## src/logic/axis_monitor_map.vh

```
// register offsets, fields, reset values and timing for the axis fault monitor
`ifndef AXIS_MONITOR_MAP_VH
`define AXIS_MONITOR_MAP_VH
`define N_AXES            4
`define POS_W             32
`define MASK_RESET        16'h010c
`define SEL_NONE          4'hf
`define SB_WARN           1
`define SB_HOLD           7
`define SB_TRIP           8
`define TICK_NS           1000
`define CLK_NS            4
`define TICK_CYCLES       (`TICK_NS / `CLK_NS)
`define A_CTRL            8'h00
`define A_STAT            8'h04
`define A_IRQ_STAT        8'h08
`define A_IRQ_MASK        8'h0c
`define A_SEL             8'h10
`define A_HOLD_RATE       8'h14
`define A_JOG_RATE        8'h18
`define A_MOVE_RATE       8'h1c
`define A_AX_BASE         8'h40
`define AX_STRIDE         8'h20
`define AXO_DEMAND        8'h00
`define AXO_MEASURED      8'h04
`define AXO_TRIP          8'h08
`define AXO_WARN          8'h0c
`define AXO_MASK          8'h10
`define AXO_STATE         8'h14
`define AXO_DEV           8'h18
`define AXO_MOVE          8'h1c
`endif

```

## src/logic/axis_deviation_check.v

```verilog
// one axis: position deviation and warning/trip status bits
`default_nettype none
module axis_deviation_check (
   // clock and reset
   input  wire        i_ref_clk,
   input  wire        i_resetn,
   // servo cycle tick
   input  wire        i_tick,
   // positions and limits
   input  wire [31:0] i_demand_position,
   input  wire [31:0] i_measured_position,
   input  wire [31:0] i_deviation_trip_limit,
   input  wire [31:0] i_deviation_warn_range,
   // results
   output reg  [31:0] o_position_deviation,
   output reg         o_warn,
   output reg         o_trip
);
   wire signed [31:0] dev_d;  // demand minus measured
   wire        [31:0] mag;    // magnitude for comparisons
   assign dev_d = i_demand_position - i_measured_position;
   assign mag   = dev_d[31] ? (32'h0 - dev_d) : dev_d;

   // update once per servo cycle so all axes are sampled together
   always @(posedge i_ref_clk or negedge i_resetn) begin
      if (!i_resetn) begin
         o_position_deviation <= 32'h0;
         o_warn               <= 1'b0;
         o_trip               <= 1'b0;
      end else if (i_tick) begin
         o_position_deviation <= dev_d;
         o_warn <= (mag > i_deviation_warn_range);
         o_trip <= (mag > i_deviation_trip_limit);
      end
   end
endmodule // axis_deviation_check
`default_nettype wire

```

## src/logic/axis_fault_and_feedhold_monitor.v

```verilog
// axis supervision: deviation checks, motion error, jog and feedhold over ahb-lite
//
// Overview of operation
// - each servo cycle, mask AND state flags error
// - error drops drive enable, sets fault, latches axis
// - error mask resets to 268
// - deviation over trip limit sets bit 8
// - deviation over warn range sets bit 1
// - input selectors 0..7, -1 means none
// - fast jog input picks move speed, else jog
// - jog and hold inputs are active low
// - hold asserted: hold speed, bit 7, move kept
// - hold released: programmed speed returns
// - hold ignores cam, geared and linked moves
// - hold rate non-negative, resets to zero
//
// Chosen here: the AHB-Lite register port and the register offsets.
`default_nettype none
`include "axis_monitor_map.vh"
module axis_fault_and_feedhold_monitor (
   // clock and reset
   input  wire        i_ref_clk,
   input  wire        i_resetn,
   // ahb-lite slave
   input  wire        i_hsel,
   input  wire [31:0] i_haddr,
   input  wire [1:0]  i_htrans,
   input  wire        i_hwrite,
   input  wire [2:0]  i_hsize,
   input  wire [31:0] i_hwdata,
   input  wire        i_hready,
   output wire [31:0] o_hrdata,
   output wire        o_hreadyout,
   output wire        o_hresp,
   // digital inputs from switches, active low
   input  wire [7:0]  i_inputs_n,
   // outputs to drive and planner
   output reg         o_drive_enable_switch,
   output reg         o_motion_fault,
   output reg  [1:0]  o_fault_axis,
   output reg  [31:0] o_jog_rate,
   output reg  [`N_AXES-1:0] o_hold_active,
   output reg  [`N_AXES*32-1:0] o_axis_rate,
   // interrupt
   output wire        o_irq
);
   localparam NA = `N_AXES;
   localparam [9:0] TICK_N = `TICK_CYCLES;
   // move kind codes in each axis move register
   localparam [1:0] MV_SPEED = 2'h0;
   // other kinds: cam, geared and linked moves ignore hold

   // servo tick generator
   // a free-running divider; every per axis check and the
   // motion error latch set only on its one-cycle strobe,
   // so all axes are judged on one common sample
   // hazard: bus writes between two ticks are not seen until
   // the next tick, so a new limit takes up to a servo cycle
   reg  [9:0] tick_cnt_q;  // cycles into servo period
   wire       tick;        // one-cycle servo cycle strobe
   assign tick = (tick_cnt_q == TICK_N - 10'h1);
   // counter wraps on the strobe itself, giving a period of
   // exactly TICK_N reference clocks
   always @(posedge i_ref_clk or negedge i_resetn) begin
      if (!i_resetn) tick_cnt_q <= 10'h0;
      else if (tick) tick_cnt_q <= 10'h0;
      else tick_cnt_q <= tick_cnt_q + 10'h1;
   end

   // software settings
   // positions are written by the planner and encoder side,
   // limits and masks by the configuring software; all of
   // them are plain words with no side effects on write
   // mask is 16 bits wide, upper bus bits are dropped
   reg  [31:0] demand_q   [0:NA-1];  // demand position
   reg  [31:0] measured_q [0:NA-1];  // measured position
   reg  [31:0] trip_q     [0:NA-1];  // deviation trip limit
   reg  [31:0] warn_q     [0:NA-1];  // deviation warn range
   reg  [15:0] mask_q     [0:NA-1];  // motion error mask
   reg  [33:0] move_q     [0:NA-1];  // move kind + programmed speed
   reg  [3:0]  fast_sel_q;           // fast jog input, f = none
   reg  [3:0]  hold_sel_q;           // hold input, f = none
   reg  [31:0] hold_rate_q;          // hold speed
   reg  [31:0] slow_jog_rate_q;      // jog speed when fast jog off
   reg  [31:0] move_rate_q;          // normal move speed
   reg  [2:0]  irq_stat_q;           // sticky: fault, hold on, hold off
   reg  [2:0]  irq_mask_q;           // interrupt enables
   reg         hold_prev_q;          // hold level last cycle

   // input selection, active low, -1 (f) and 8..e read as unassigned
   // declared ahead of the axis checks, which fold hold into
   // each state word; an unassigned selector never asserts
   wire fast_on;
   wire hold_on;
   assign fast_on = !fast_sel_q[3] && !i_inputs_n[fast_sel_q[2:0]];
   assign hold_on = !hold_sel_q[3] && !i_inputs_n[hold_sel_q[2:0]];

   // per axis deviation checks
   // one checker per axis, all stepped by the same tick; the
   // registered warn and trip bits make the error one tick late
   wire [31:0] dev_w  [0:NA-1];
   wire [NA-1:0] warn_w;
   wire [NA-1:0] trip_w;
   wire [15:0] state_w [0:NA-1];
   wire [NA-1:0] match_w;
   genvar g;
   generate
      for (g = 0; g < NA; g = g + 1) begin : g_ax
         axis_deviation_check u_chk (
            .i_ref_clk              (i_ref_clk),
            .i_resetn               (i_resetn),
            .i_tick                 (tick),
            .i_demand_position      (demand_q[g]),
            .i_measured_position    (measured_q[g]),
            .i_deviation_trip_limit (trip_q[g]),
            .i_deviation_warn_range (warn_q[g]),
            .o_position_deviation   (dev_w[g]),
            .o_warn                 (warn_w[g]),
            .o_trip                 (trip_w[g])
         );
         // axis state word: bit 1 warn, bit 7 hold, bit 8 trip
         assign state_w[g] = {7'h0, trip_w[g], hold_on & (move_q[g][33:32] == MV_SPEED),
                              5'h0, warn_w[g], 1'b0};
         // any masked state bit raises the error; the mask resets
         // with the trip bit set so a runaway axis always stops
         assign match_w[g] = |(mask_q[g] & state_w[g]);
      end
   endgenerate

   // lowest matching axis index
   // scanned from the top down so the lowest match is the
   // last one written; the latch below keeps it until cleared
   reg [1:0] first_ax;
   integer k;
   always @* begin
      first_ax = 2'h0;
      // no match leaves zero, which the latch then ignores
      for (k = NA - 1; k >= 0; k = k - 1)
         if (match_w[k]) first_ax = k[1:0];
   end

   // ahb-lite address phase capture
   // the slave never stalls: the address phase is latched
   // here and the access completes in the following cycle,
   // writes landing at the end of that data phase
   // only word accesses are supported; the size is ignored
   // an unmapped address reads zero and ignores writes
   reg        wr_q;    // pending write
   reg        rd_q;    // pending read
   reg [7:0]  addr_q;  // pending word address
   wire       take;
   assign take = i_hsel && i_hready && i_htrans[1];
   assign o_hreadyout = 1'b1;  // zero wait states
   assign o_hresp     = 1'b0;  // always okay
   always @(posedge i_ref_clk or negedge i_resetn) begin
      if (!i_resetn) begin
         wr_q   <= 1'b0;
         rd_q   <= 1'b0;
         addr_q <= 8'h0;
      end else begin
         // address captured every cycle; only the strobes qualify it
         wr_q   <= take && i_hwrite;
         rd_q   <= take && !i_hwrite;
         addr_q <= {i_haddr[7:2], 2'b00};
      end
   end

   // per axis address decode
   // each axis owns a 0x20 window above the global words;
   // addresses past the last axis fall through to zero
   // the window index picks the axis, the offset the word
   wire       ax_hit;
   wire [1:0] ax_idx;
   wire [7:0] ax_off;
   wire [7:0] ax_rel;
   assign ax_rel = addr_q - `A_AX_BASE;
   assign ax_hit = (addr_q >= `A_AX_BASE) && !ax_rel[7];  // no alias past the last axis
   assign ax_idx = ax_rel[6:5];
   assign ax_off = {3'h0, ax_rel[4:0]};

   // software writes and fault bookkeeping
   // writing one to bit 0 of the control word clears a latched
   // motion error; writing zero there has no effect
   wire clr_fault;
   assign clr_fault = wr_q && (addr_q == `A_CTRL) && i_hwdata[0];
   integer a;
   always @(posedge i_ref_clk or negedge i_resetn) begin
      if (!i_resetn) begin
         for (a = 0; a < NA; a = a + 1) begin
            demand_q[a]   <= 32'h0;
            measured_q[a] <= 32'h0;
            trip_q[a]     <= 32'h0;
            warn_q[a]     <= 32'h0;
            mask_q[a]     <= `MASK_RESET;
            move_q[a]     <= 34'h0;
         end
         fast_sel_q      <= `SEL_NONE;
         hold_sel_q      <= `SEL_NONE;
         hold_rate_q     <= 32'h0;
         slow_jog_rate_q <= 32'h0;
         move_rate_q     <= 32'h0;
         irq_mask_q      <= 3'h0;
      end else if (wr_q) begin
         // writes are applied at the end of the data phase, when
         // the write data is valid on the bus
         if (ax_hit) begin
            case (ax_off)
               `AXO_DEMAND:   demand_q[ax_idx]   <= i_hwdata;
               `AXO_MEASURED: measured_q[ax_idx] <= i_hwdata;
               `AXO_TRIP:     trip_q[ax_idx]     <= i_hwdata;
               `AXO_WARN:     warn_q[ax_idx]     <= i_hwdata;
               `AXO_MASK:     mask_q[ax_idx]     <= i_hwdata[15:0];
               // move word: kind in the top two bits, speed below
               `AXO_MOVE:     move_q[ax_idx]     <= {i_hwdata[31:30], 2'b00, i_hwdata[29:0]};
               default:       ;  // read-only or unused
            endcase
         end else begin
            case (addr_q)
               // selectors keep all four bits so that -1 (f) can be
               // written back to unassign an input
               `A_SEL: begin
                  fast_sel_q <= i_hwdata[3:0];
                  hold_sel_q <= i_hwdata[11:8];
               end
               // a negative hold rate clamps to zero; jog and move rates are taken as written
               `A_HOLD_RATE: hold_rate_q <= i_hwdata[31] ? 32'h0 : i_hwdata;
               `A_JOG_RATE:  slow_jog_rate_q <= i_hwdata;
               `A_MOVE_RATE: move_rate_q <= i_hwdata;
               `A_IRQ_MASK:  irq_mask_q <= i_hwdata[2:0];
               default:      ;
            endcase
         end
      end
   end

   // motion error: drive off, fault set, first axis held until cleared
   // the drive enable defaults on after reset; it only ever
   // drops here, so the drive stays off until software clears
   // the fault; a cause still present drops it at the next tick
   // a clear that lands with a fresh match loses; a clear between
   // ticks drops a fault still present until the next tick sets it again
   always @(posedge i_ref_clk or negedge i_resetn) begin
      if (!i_resetn) begin
         // drive enabled and no fault out of reset
         o_drive_enable_switch <= 1'b1;
         o_motion_fault        <= 1'b0;
         o_fault_axis          <= 2'h0;
      end else if (tick && |match_w && !o_motion_fault) begin
         o_drive_enable_switch <= 1'b0;
         o_motion_fault        <= 1'b1;
         o_fault_axis          <= first_ax;
      end else if (clr_fault && !(tick && |match_w)) begin
         // a new match in the clear cycle keeps the fault
         o_drive_enable_switch <= 1'b1;
         o_motion_fault        <= 1'b0;
      end
   end

   // jog rate and per axis move rate
   // hold swaps the speed of speed moves only; the programmed
   // speed stays in its register, so release restores it
   // without software help
   // limitation: an idle axis of speed kind also shows hold
   // rates are registered, one cycle behind the inputs
   integer m;
   always @(posedge i_ref_clk or negedge i_resetn) begin
      if (!i_resetn) begin
         o_jog_rate    <= 32'h0;
         o_hold_active <= {NA{1'b0}};
         o_axis_rate   <= {NA*32{1'b0}};
         hold_prev_q   <= 1'b0;
      end else begin
         // fast jog pressed: normal move speed, else jog speed
         o_jog_rate  <= fast_on ? move_rate_q : slow_jog_rate_q;
         hold_prev_q <= hold_on;
         for (m = 0; m < NA; m = m + 1) begin
            // non speed moves keep their own rate
            if (hold_on && move_q[m][33:32] == MV_SPEED) begin
               o_hold_active[m] <= 1'b1;
               o_axis_rate[m*32 +: 32] <= hold_rate_q;
            end else begin
               o_hold_active[m] <= 1'b0;
               o_axis_rate[m*32 +: 32] <= move_q[m][31:0];
            end
         end
      end
   end

   // sticky events; set beats write-one clear
   // bit 0 motion error, bit 1 hold pressed, bit 2 hold let go;
   // an event in the clearing cycle is kept so none is missed
   wire [2:0] ev;
   assign ev = {hold_prev_q & ~hold_on, hold_on & ~hold_prev_q,
                tick & |match_w & ~o_motion_fault};
   always @(posedge i_ref_clk or negedge i_resetn) begin
      if (!i_resetn) irq_stat_q <= 3'h0;
      else if (wr_q && addr_q == `A_IRQ_STAT)
         irq_stat_q <= (irq_stat_q & ~i_hwdata[2:0]) | ev;
      else irq_stat_q <= irq_stat_q | ev;
   end
   // level output: stays high until software clears or masks
   assign o_irq = |(irq_stat_q & irq_mask_q);

   // read mux
   // pure decode of the latched address; the data phase gate
   // below holds the bus at zero outside a read so that idle
   // cycles never show stale register contents
   // reserved bits read as zero
   reg [31:0] rdata;
   always @* begin
      rdata = 32'h0;
      if (ax_hit) begin
         case (ax_off)
            `AXO_DEMAND:   rdata = demand_q[ax_idx];
            `AXO_MEASURED: rdata = measured_q[ax_idx];
            `AXO_TRIP:     rdata = trip_q[ax_idx];
            `AXO_WARN:     rdata = warn_q[ax_idx];
            `AXO_MASK:     rdata = {16'h0, mask_q[ax_idx]};
            `AXO_STATE:    rdata = {16'h0, state_w[ax_idx]};
            `AXO_DEV:      rdata = dev_w[ax_idx];
            `AXO_MOVE:     rdata = {move_q[ax_idx][33:32], move_q[ax_idx][29:0]};
            default:       rdata = 32'h0;
         endcase
      end else begin
         case (addr_q)
            `A_CTRL:      rdata = 32'h0;
            // status: axis, fast jog, hold, drive on, fault
            `A_STAT:      rdata = {26'h0, o_fault_axis, fast_on, hold_on,
                                   o_drive_enable_switch, o_motion_fault};
            `A_IRQ_STAT:  rdata = {29'h0, irq_stat_q};
            `A_IRQ_MASK:  rdata = {29'h0, irq_mask_q};
            `A_SEL:       rdata = {20'h0, hold_sel_q, 4'h0, fast_sel_q};
            `A_HOLD_RATE: rdata = hold_rate_q;
            `A_JOG_RATE:  rdata = slow_jog_rate_q;
            `A_MOVE_RATE: rdata = move_rate_q;
            default:      rdata = 32'h0;
         endcase
      end
   end
   // read data stands only in the data phase of a read
   assign o_hrdata = rd_q ? rdata : 32'h0;
endmodule // axis_fault_and_feedhold_monitor
`default_nettype wire

```

## config.mk

```make
export PLATFORM = sky130hd
export DESIGN_NAME = axis_fault_and_feedhold_monitor
export DESIGN_NICKNAME = d
export VERILOG_FILES = /design/src/logic/axis_deviation_check.v /design/src/logic/axis_fault_and_feedhold_monitor.v
export VERILOG_INCLUDE_DIRS = /design/src /design/src/logic
export SDC_FILE = /design/constraint.sdc
export NUM_CORES = 2
export LEC_CHECK = 0
export BUFFER_PORTS_ARGS = -buffer_cell sky130_fd_sc_hd__buf_2
export CAP_MARGIN = 20
export CORE_ASPECT_RATIO = 1.75
export CORE_UTILIZATION = 60
export CTS_CLUSTER_SIZE = 12
export DETAILED_ROUTE_END_ITERATION = 16
export GPL_TIMING_DRIVEN = 1
export PLACE_DENSITY = 0.78
export SLEW_MARGIN = 10
export SYNTH_ARGS = -nofsm -noshare
export SYNTH_HDL_FRONTEND = slang
export SYNTH_SLANG_ARGS = --single-unit
```

## constraint.sdc

```tcl
create_clock -name i_ref_clk -period 6.15 [get_ports i_ref_clk]
set_input_delay 1.23 -clock i_ref_clk [delete_from_list [all_inputs] [get_ports i_ref_clk]]
set_output_delay 1.23 -clock i_ref_clk [all_outputs]
set_load 0.02 [all_outputs]
```

# [Word-level counts from Yosys, hierarchy flattened]
# Index checks and enable logic that the tools add are counted.
# W data, S select, Z words.
[classes] reduce_logical=50 n_mux=68 n_addsub=10 order_cmp=13 bitwise=22 n_eq_ne=15
[op_table] operator="$mux W32" n=22
[op_table] operator="$bwmux W128" n=4
[op_table] operator="$bmux W32 S2" n=5
[op_table] operator="$gt A32 B32 Y1" n=8
[op_table] operator="$pmux W32 S8" n=1
[op_table] operator="$pmux W32 S7" n=1
[op_table] operator="$bwmux W136" n=1
[op_table] operator="$sub A1 B32 Y32 const A" n=4
[op_table] operator="$sub A32 B32 Y32" n=4
[op_table] operator="$mux W34" n=3
[op_table] operator="$mux W16" n=5
[op_table] operator="$bmux W34 S2" n=1
[op_table] operator="$demux W34 S2" n=1
[op_table] operator="$and A16 B9 Y16" n=4
[op_table] operator="$bmux W16 S2" n=2
[op_table] operator="$bwmux W64" n=1
[op_table] operator="$demux W32 S2" n=1
[op_table] operator="$reduce_or A16 Y1" n=4
[op_table] operator="$reduce_or A64 Y1" n=1
[op_table] operator="$reduce_and A3 Y1" n=11
[op_table] operator="$demux W16 S2" n=1
[op_table] operator="$mux W31" n=1
[op_table] operator="$eq A6 B3 Y1 const B" n=4
[op_table] operator="$eq A5 B5 Y1 const B" n=4
[op_table] operator="28 further kinds" n=84
[word_totals] wordCells=232 reg_bits=1145 inputBits=82 output_inout_bits=203

# [Depth between registers and ports, before layout]
[depth] depth_word=12 ltp_mapped=27 depth_no_buf=25

# [Modules after synthesis]
# From an unflattened synthesis, not the netlist that was laid out.
[hier_totals] cells_unflattened=5938 hier_area_um2=68152.9
[modules_own_cells] module="axis_fault_and_feedhold_monitor" seq_area_each_um2=24950.2 n_inst=1 cells_each=3022 area_per_inst_um2=45391.0
[modules_own_cells] module="axis_deviation_check at g_ax[0].u_chk ..." seq_area_each_um2=850.8 n_inst=2 cells_each=727 area_per_inst_um2=5625.4
[modules_own_cells] module="axis_deviation_check at g_ax[1].u_chk" seq_area_each_um2=850.8 n_inst=1 cells_each=729 area_per_inst_um2=5814.3
[modules_own_cells] module="axis_deviation_check at g_ax[3].u_chk" seq_area_each_um2=850.8 n_inst=1 cells_each=733 area_per_inst_um2=5696.7

# [Least setup slack after synthesis]
# No wires, ideal clock.
[synth_timing] kind="register -> register" start="register demand_q[102] (netlist name)" end="register g_ax[0].u_chk.o_warn" n_path_buf=2 t_arrival_ps=4959 synth_period_minus_slack_ps=5094 setup_slack_ps=1056 required_time_ps=6016 setup_ps=134 stages_incl_launch_ff=25 cell_sequence="dfrtp_1 -> ha_1 -> clkbuf_2 -> a211o_1 -> a221o_1 -> a211oi_2 -> nor3_1 -> o31ai_2 -> o2111ai_1 -> a21oi_2 -> xnor2_1 -> buf_2 -> nand2_1 -> o21ai_0 -> ha_1 -> nor2b_1 -> o21a_1 -> o21a_1 -> o21a_1 -> o21a_1 -> o21a_1 -> o21ai_0 -> nand3_1 -> a2111oi_0 -> a21oi_1"
[synth_via] elab_chain_cells=4
[synth_lines] element="from (decl)" line="axis_fault_and_feedhold_monitor.v:75" rtl="reg [31:0] demand_q [0:NA-1];"
[synth_lines] element="from (signal, indexed assignment)" line="axis_fault_and_feedhold_monitor.v:208" rtl="`AXO_DEMAND: demand_q[ax_idx] <= i_hwdata;"
[synth_lines] element="$sub A32 B32 Y32 (*)" line="axis_deviation_check.v:21" rtl="assign dev_d = i_demand_position - i_measured_position;"
[synth_lines] element="$sub A1 B32 Y32" line="axis_deviation_check.v:22" rtl="assign mag = dev_d[31] ? (32'h0 - dev_d) : dev_d;"
[synth_lines] element="$mux W32 (*)" line="axis_deviation_check.v:22"
[synth_lines] element="$gt A32 B32 Y1 (*)" line="axis_deviation_check.v:32" rtl="o_warn <= (mag > i_deviation_warn_range);"
[synth_lines] element="to (signal assigned)" line="axis_deviation_check.v:32"
[synth_lines] element="to (decl)" line="axis_deviation_check.v:16" rtl="output reg o_warn,"
# Mark *: on every way between the ends. The rest lies on a longest branch, timed or not.
# A chain may end at the register's enable or synchronous reset.

# [Worst setup path in the final report]
[layout_timing] start="register demand_q[76] (netlist name)" end="register g_ax[1].u_chk.o_warn"
[layout_via] elab_chain_cells=4
[layout_lines] element="$sub A32 B32 Y32 (*)" line="axis_deviation_check.v:21"
[layout_lines] element="$sub A1 B32 Y32" line="axis_deviation_check.v:22"
[layout_lines] element="$mux W32 (*)" line="axis_deviation_check.v:22"
[layout_lines] element="$gt A32 B32 Y1 (*)" line="axis_deviation_check.v:32"
[layout_lines] element="to (signal assigned)" line="axis_deviation_check.v:32"
[layout_lines] element="to (decl)" line="axis_deviation_check.v:16"
# Marked as above.

==> results.cfg <==
[critical_path]
cp.required_ns = 6.76
r2r_start = demand_q[76]$_DFFE_PN0P_
startpoint_type = flop
cp-end-kind = flop
r2r_slack_ns = 0.09
crit_arrival_ns = 6.67
path_class = reg -> reg
critPathMaxFanout = 14
cp-startpoint = demand_q[76]$_DFFE_PN0P_

[timing]
timing.final.crit_period_ns = 6.06
period_share = 0.986
setup_violations = 0
fmax_ghz = 0.165
maxSlewHeadroom = 0.215
tightest_slew_ns = 1.18
hold_viol_final = 0
fin_skew_ns = 0.0335
holdWs_ns = 0.473
slew_viol_final = 0
setup-tns-final_ns = 0

[grt]
grt_pass1_vias = 56500
grt_overflow_total = 0
grt_max_degree = 140
antenna_found_initial = 6
grt_use_total = 0.412
grt_pass1_wl_mm = 342

[routing]
drc = 0
drtIter0Drc = 5308
firstDrtPassIters = 6
wl_per_cell_um = 26.9
ant_nets = 0
routed_wirelength_mm = 230
avgViaCountPerCell = 6.45
vias = 55100

[yosys]
syn-instance-count = 6497
synth_common_cells = dfrtp_1 (1111), nand2_1 (1054), mux2_2 (575)
yosysMostFrequentCell = dfrtp_1
synth_fa_ha_area_frac = 0.0741
synth_top_area_share = 0.419
ys_ff_latch = 1132
synth_area_sq_um = 66400
synth_simple_gate_area_frac = 0.120
synth-compound-area-share = 0.126
muxShareOfSynthArea = 0.174
synth_area_leader_cell = dfrtp_1
syn_avg_cell_area_sq_um = 10.2
synth.yosys.seq_area_share = 0.427
async_reset_ff_frac = 1.00
synth_edf_count = 0
synth-main-ff-cell = dfrtp_1
ys_top_cells_by_area = dfrtp_1 (42%), mux2_2 (9.7%), mux4_2 (7.3%), ha_1 (7.3%), nand2_1 (6.0%)
yosysWarnings = 0
synth_top_family_by_area = multiplexers
ys_types = 106
synthXorXnorAreaFrac = 0.0308

[cts]
cts_tree = yes
clk_pin_slew_ns = 0.06
cts_buffers = 107
cts_sinks = 1132
clk_latency_ns = 0.74
htreeDepth = 3
hold_buffers = 0
cts_max_path_buffers = 3
cts-root-buf = clkbuf_16

[hold_path]
hold_path.class = reg -> reg
hp-start = g_ax[0].u_chk.o_position_deviation[21]$_DFFE_PN0N_

[cells_and_area]
finish.net_count = 7494
utilization = 0.696
layout-drive-gt1-share = 0.273
area_delta_synth_final_pct = 15.0
design_area_sq_um = 76400
fin_cells = 8540

[place]
dp_hpwl_mm = 173
port_buffers = 248
gp_congestion = 1.00
place_area_sq_um = 72700
dpl.cell_count = 8370

[floorplanning]
die_h_um = 442
core_area_sq_um = 110000
rows = 161
die_w_um = 254
ios = 285
start_util = 0.605
die-area_sq_um = 112000

[run]
cap_violations = 0

[power_and_ir_drop]
static-leakage-power_uw = 0.0376
p_per_area_nw_per_um2 = 246
peakVddDrop_v = 0.000240

[status]
status = finished, final reports clean
==> path summary, 6_finish.rpt <==
kind,end,cells past startpoint
hold / removal,g_ax[0].u_chk.o_position_deviation[21]$_DFFE_PN0N_,2
setup reg to reg,g_ax[1].u_chk.o_warn$_DFFE_PN0N_,25
hold reg to reg,g_ax[0].u_chk.o_position_deviation[21]$_DFFE_PN0N_,2
min in group asynchronous,hold_rate_q[26]$_DFFE_PN0P_,1
max in group asynchronous,mask_q[19]$_DFFE_PN1P_,3
setup / recovery,g_ax[1].u_chk.o_warn$_DFFE_PN0N_,25
==> worst max-delay path: stages (launching register included) <==
cell      delay, ns
dfrtp_1        0.43
ha_1           0.51
nand2_1        0.26
nor3_1         0.30
buf_4          0.18
nand3_1        0.08
a21oi_1        0.38
nor3_4         0.15
o21ai_1        0.34
a31oi_1        0.14
buf_4          0.19
xnor2_1        0.24
buf_12         0.20
o21ai_0        0.11
buf_4          0.15
ha_1           0.28
nor2b_1        0.13
o21a_1         0.16
o21a_1         0.16
o21a_1         0.17
o21a_1         0.17
o21a_1         0.21
o21ai_0        0.27
a211oi_1       0.26
o31ai_1        0.34
a21oi_1        0.11
==> registers in the layout, indices dropped and copies added, names as in the netlist, 4 cells and up <==
register and cells:
o_hold_active 4, g_ax.u_chk.o_position_deviation 128, move_q 128, g_ax.u_chk.o_trip 4
mask_q 64, measured_q 128, warn_q 128, slow_jog_rate_q 32
demand_q 128, o_jog_rate 32, g_ax.u_chk.o_warn 4, move_rate_q 32
hold_sel_q 4, tick_cnt_q 10, fast_sel_q 4, o_axis_rate 124
hold_rate_q 31, addr_q 6, trip_q 128
==> repair_timing <==
item / CTS / global route
endpoints found under the hold margin: 0 / 0
endpoints found under the setup margin: 6 / 8
gates resized for setup: 25 / 74
pin swaps: 8 / 32
setup buffers: 1 / 8
==> final cells by class <==
type,count,area [sq um]
well taps,1467,1840
diodes,2,5.00
flip-flops and latches,1132,28400
inverters,426,1600
fillers,8020,33400
clock inverters,8,138
clock buffers,151,2980
multi-input cells,4523,35500
repair buffers,831,5940
==> logic make-up after synthesis <==
logic type	Yosys count
flops	1132
fa+ha+maj	391
compound gates	1324
simple gates	1760
buf+inv	846
mux	810
other cells	2
xor+xnor	232
==> stage by stage <==
stage | power (uW) | worst slack, ns
CTS | 18700 | 0.0147
finish | 18800 | 0.0854
detailed placement | 12400 | -0.345
global route | 19400 | -0.118
global placement | 12300 | -0.326
floorplan | 10400 | 1.06
==> metal layers <==
metal	track usage	up-vias	share of wire
met2	0.678	3048	0.48
met5	0	-	0.000096
met3	0.0674	927	0.078
met1	0.475	27200	0.35
li1	-	23900	-
met4	0.325	4	0.091
==> report_power, final <==
part           switching [uW]  total, uW  internal [uW]
logic                    2610       4540           1930
registers                 213       7960           7750
clock network            2910       6310           3400
total                    5740      18800          13100
==> cell usage in the layout, fill, tap and decap left out, types with 20 or more instances in the layout <==
| cell type | instances |
|---|---|
| a22oi_1 | 80 |
| nor4_1 | 20 |
| inv_1 | 426 |
| nor2b_1 | 49 |
| nor2_1 | 163 |
| xnor2_1 | 134 |
| xor2_1 | 86 |
| and3_1 | 57 |
| clkbuf_1 | 34 |
| clkbuf_16 | 110 |
| dfrtp_1 | 1107 |
| and2_1 | 24 |
| a31oi_1 | 53 |
| dfstp_2 | 21 |
| a22o_1 | 22 |
| ha_1 | 381 |
| nand4_1 | 89 |
| buf_2 | 247 |
| a211oi_1 | 30 |
| mux4_2 | 216 |
| mux2_2 | 575 |
| o21ai_0 | 510 |
| nor3_1 | 37 |
| o2111ai_1 | 21 |
| a21oi_1 | 222 |
| nand3_1 | 62 |
| nand2b_1 | 58 |
| nand2_1 | 1051 |
| buf_12 | 24 |
| buf_4 | 556 |
| a21o_1 | 121 |
| o21a_1 | 62 |
Note: power is estimated with default switching activity, not from simulation.
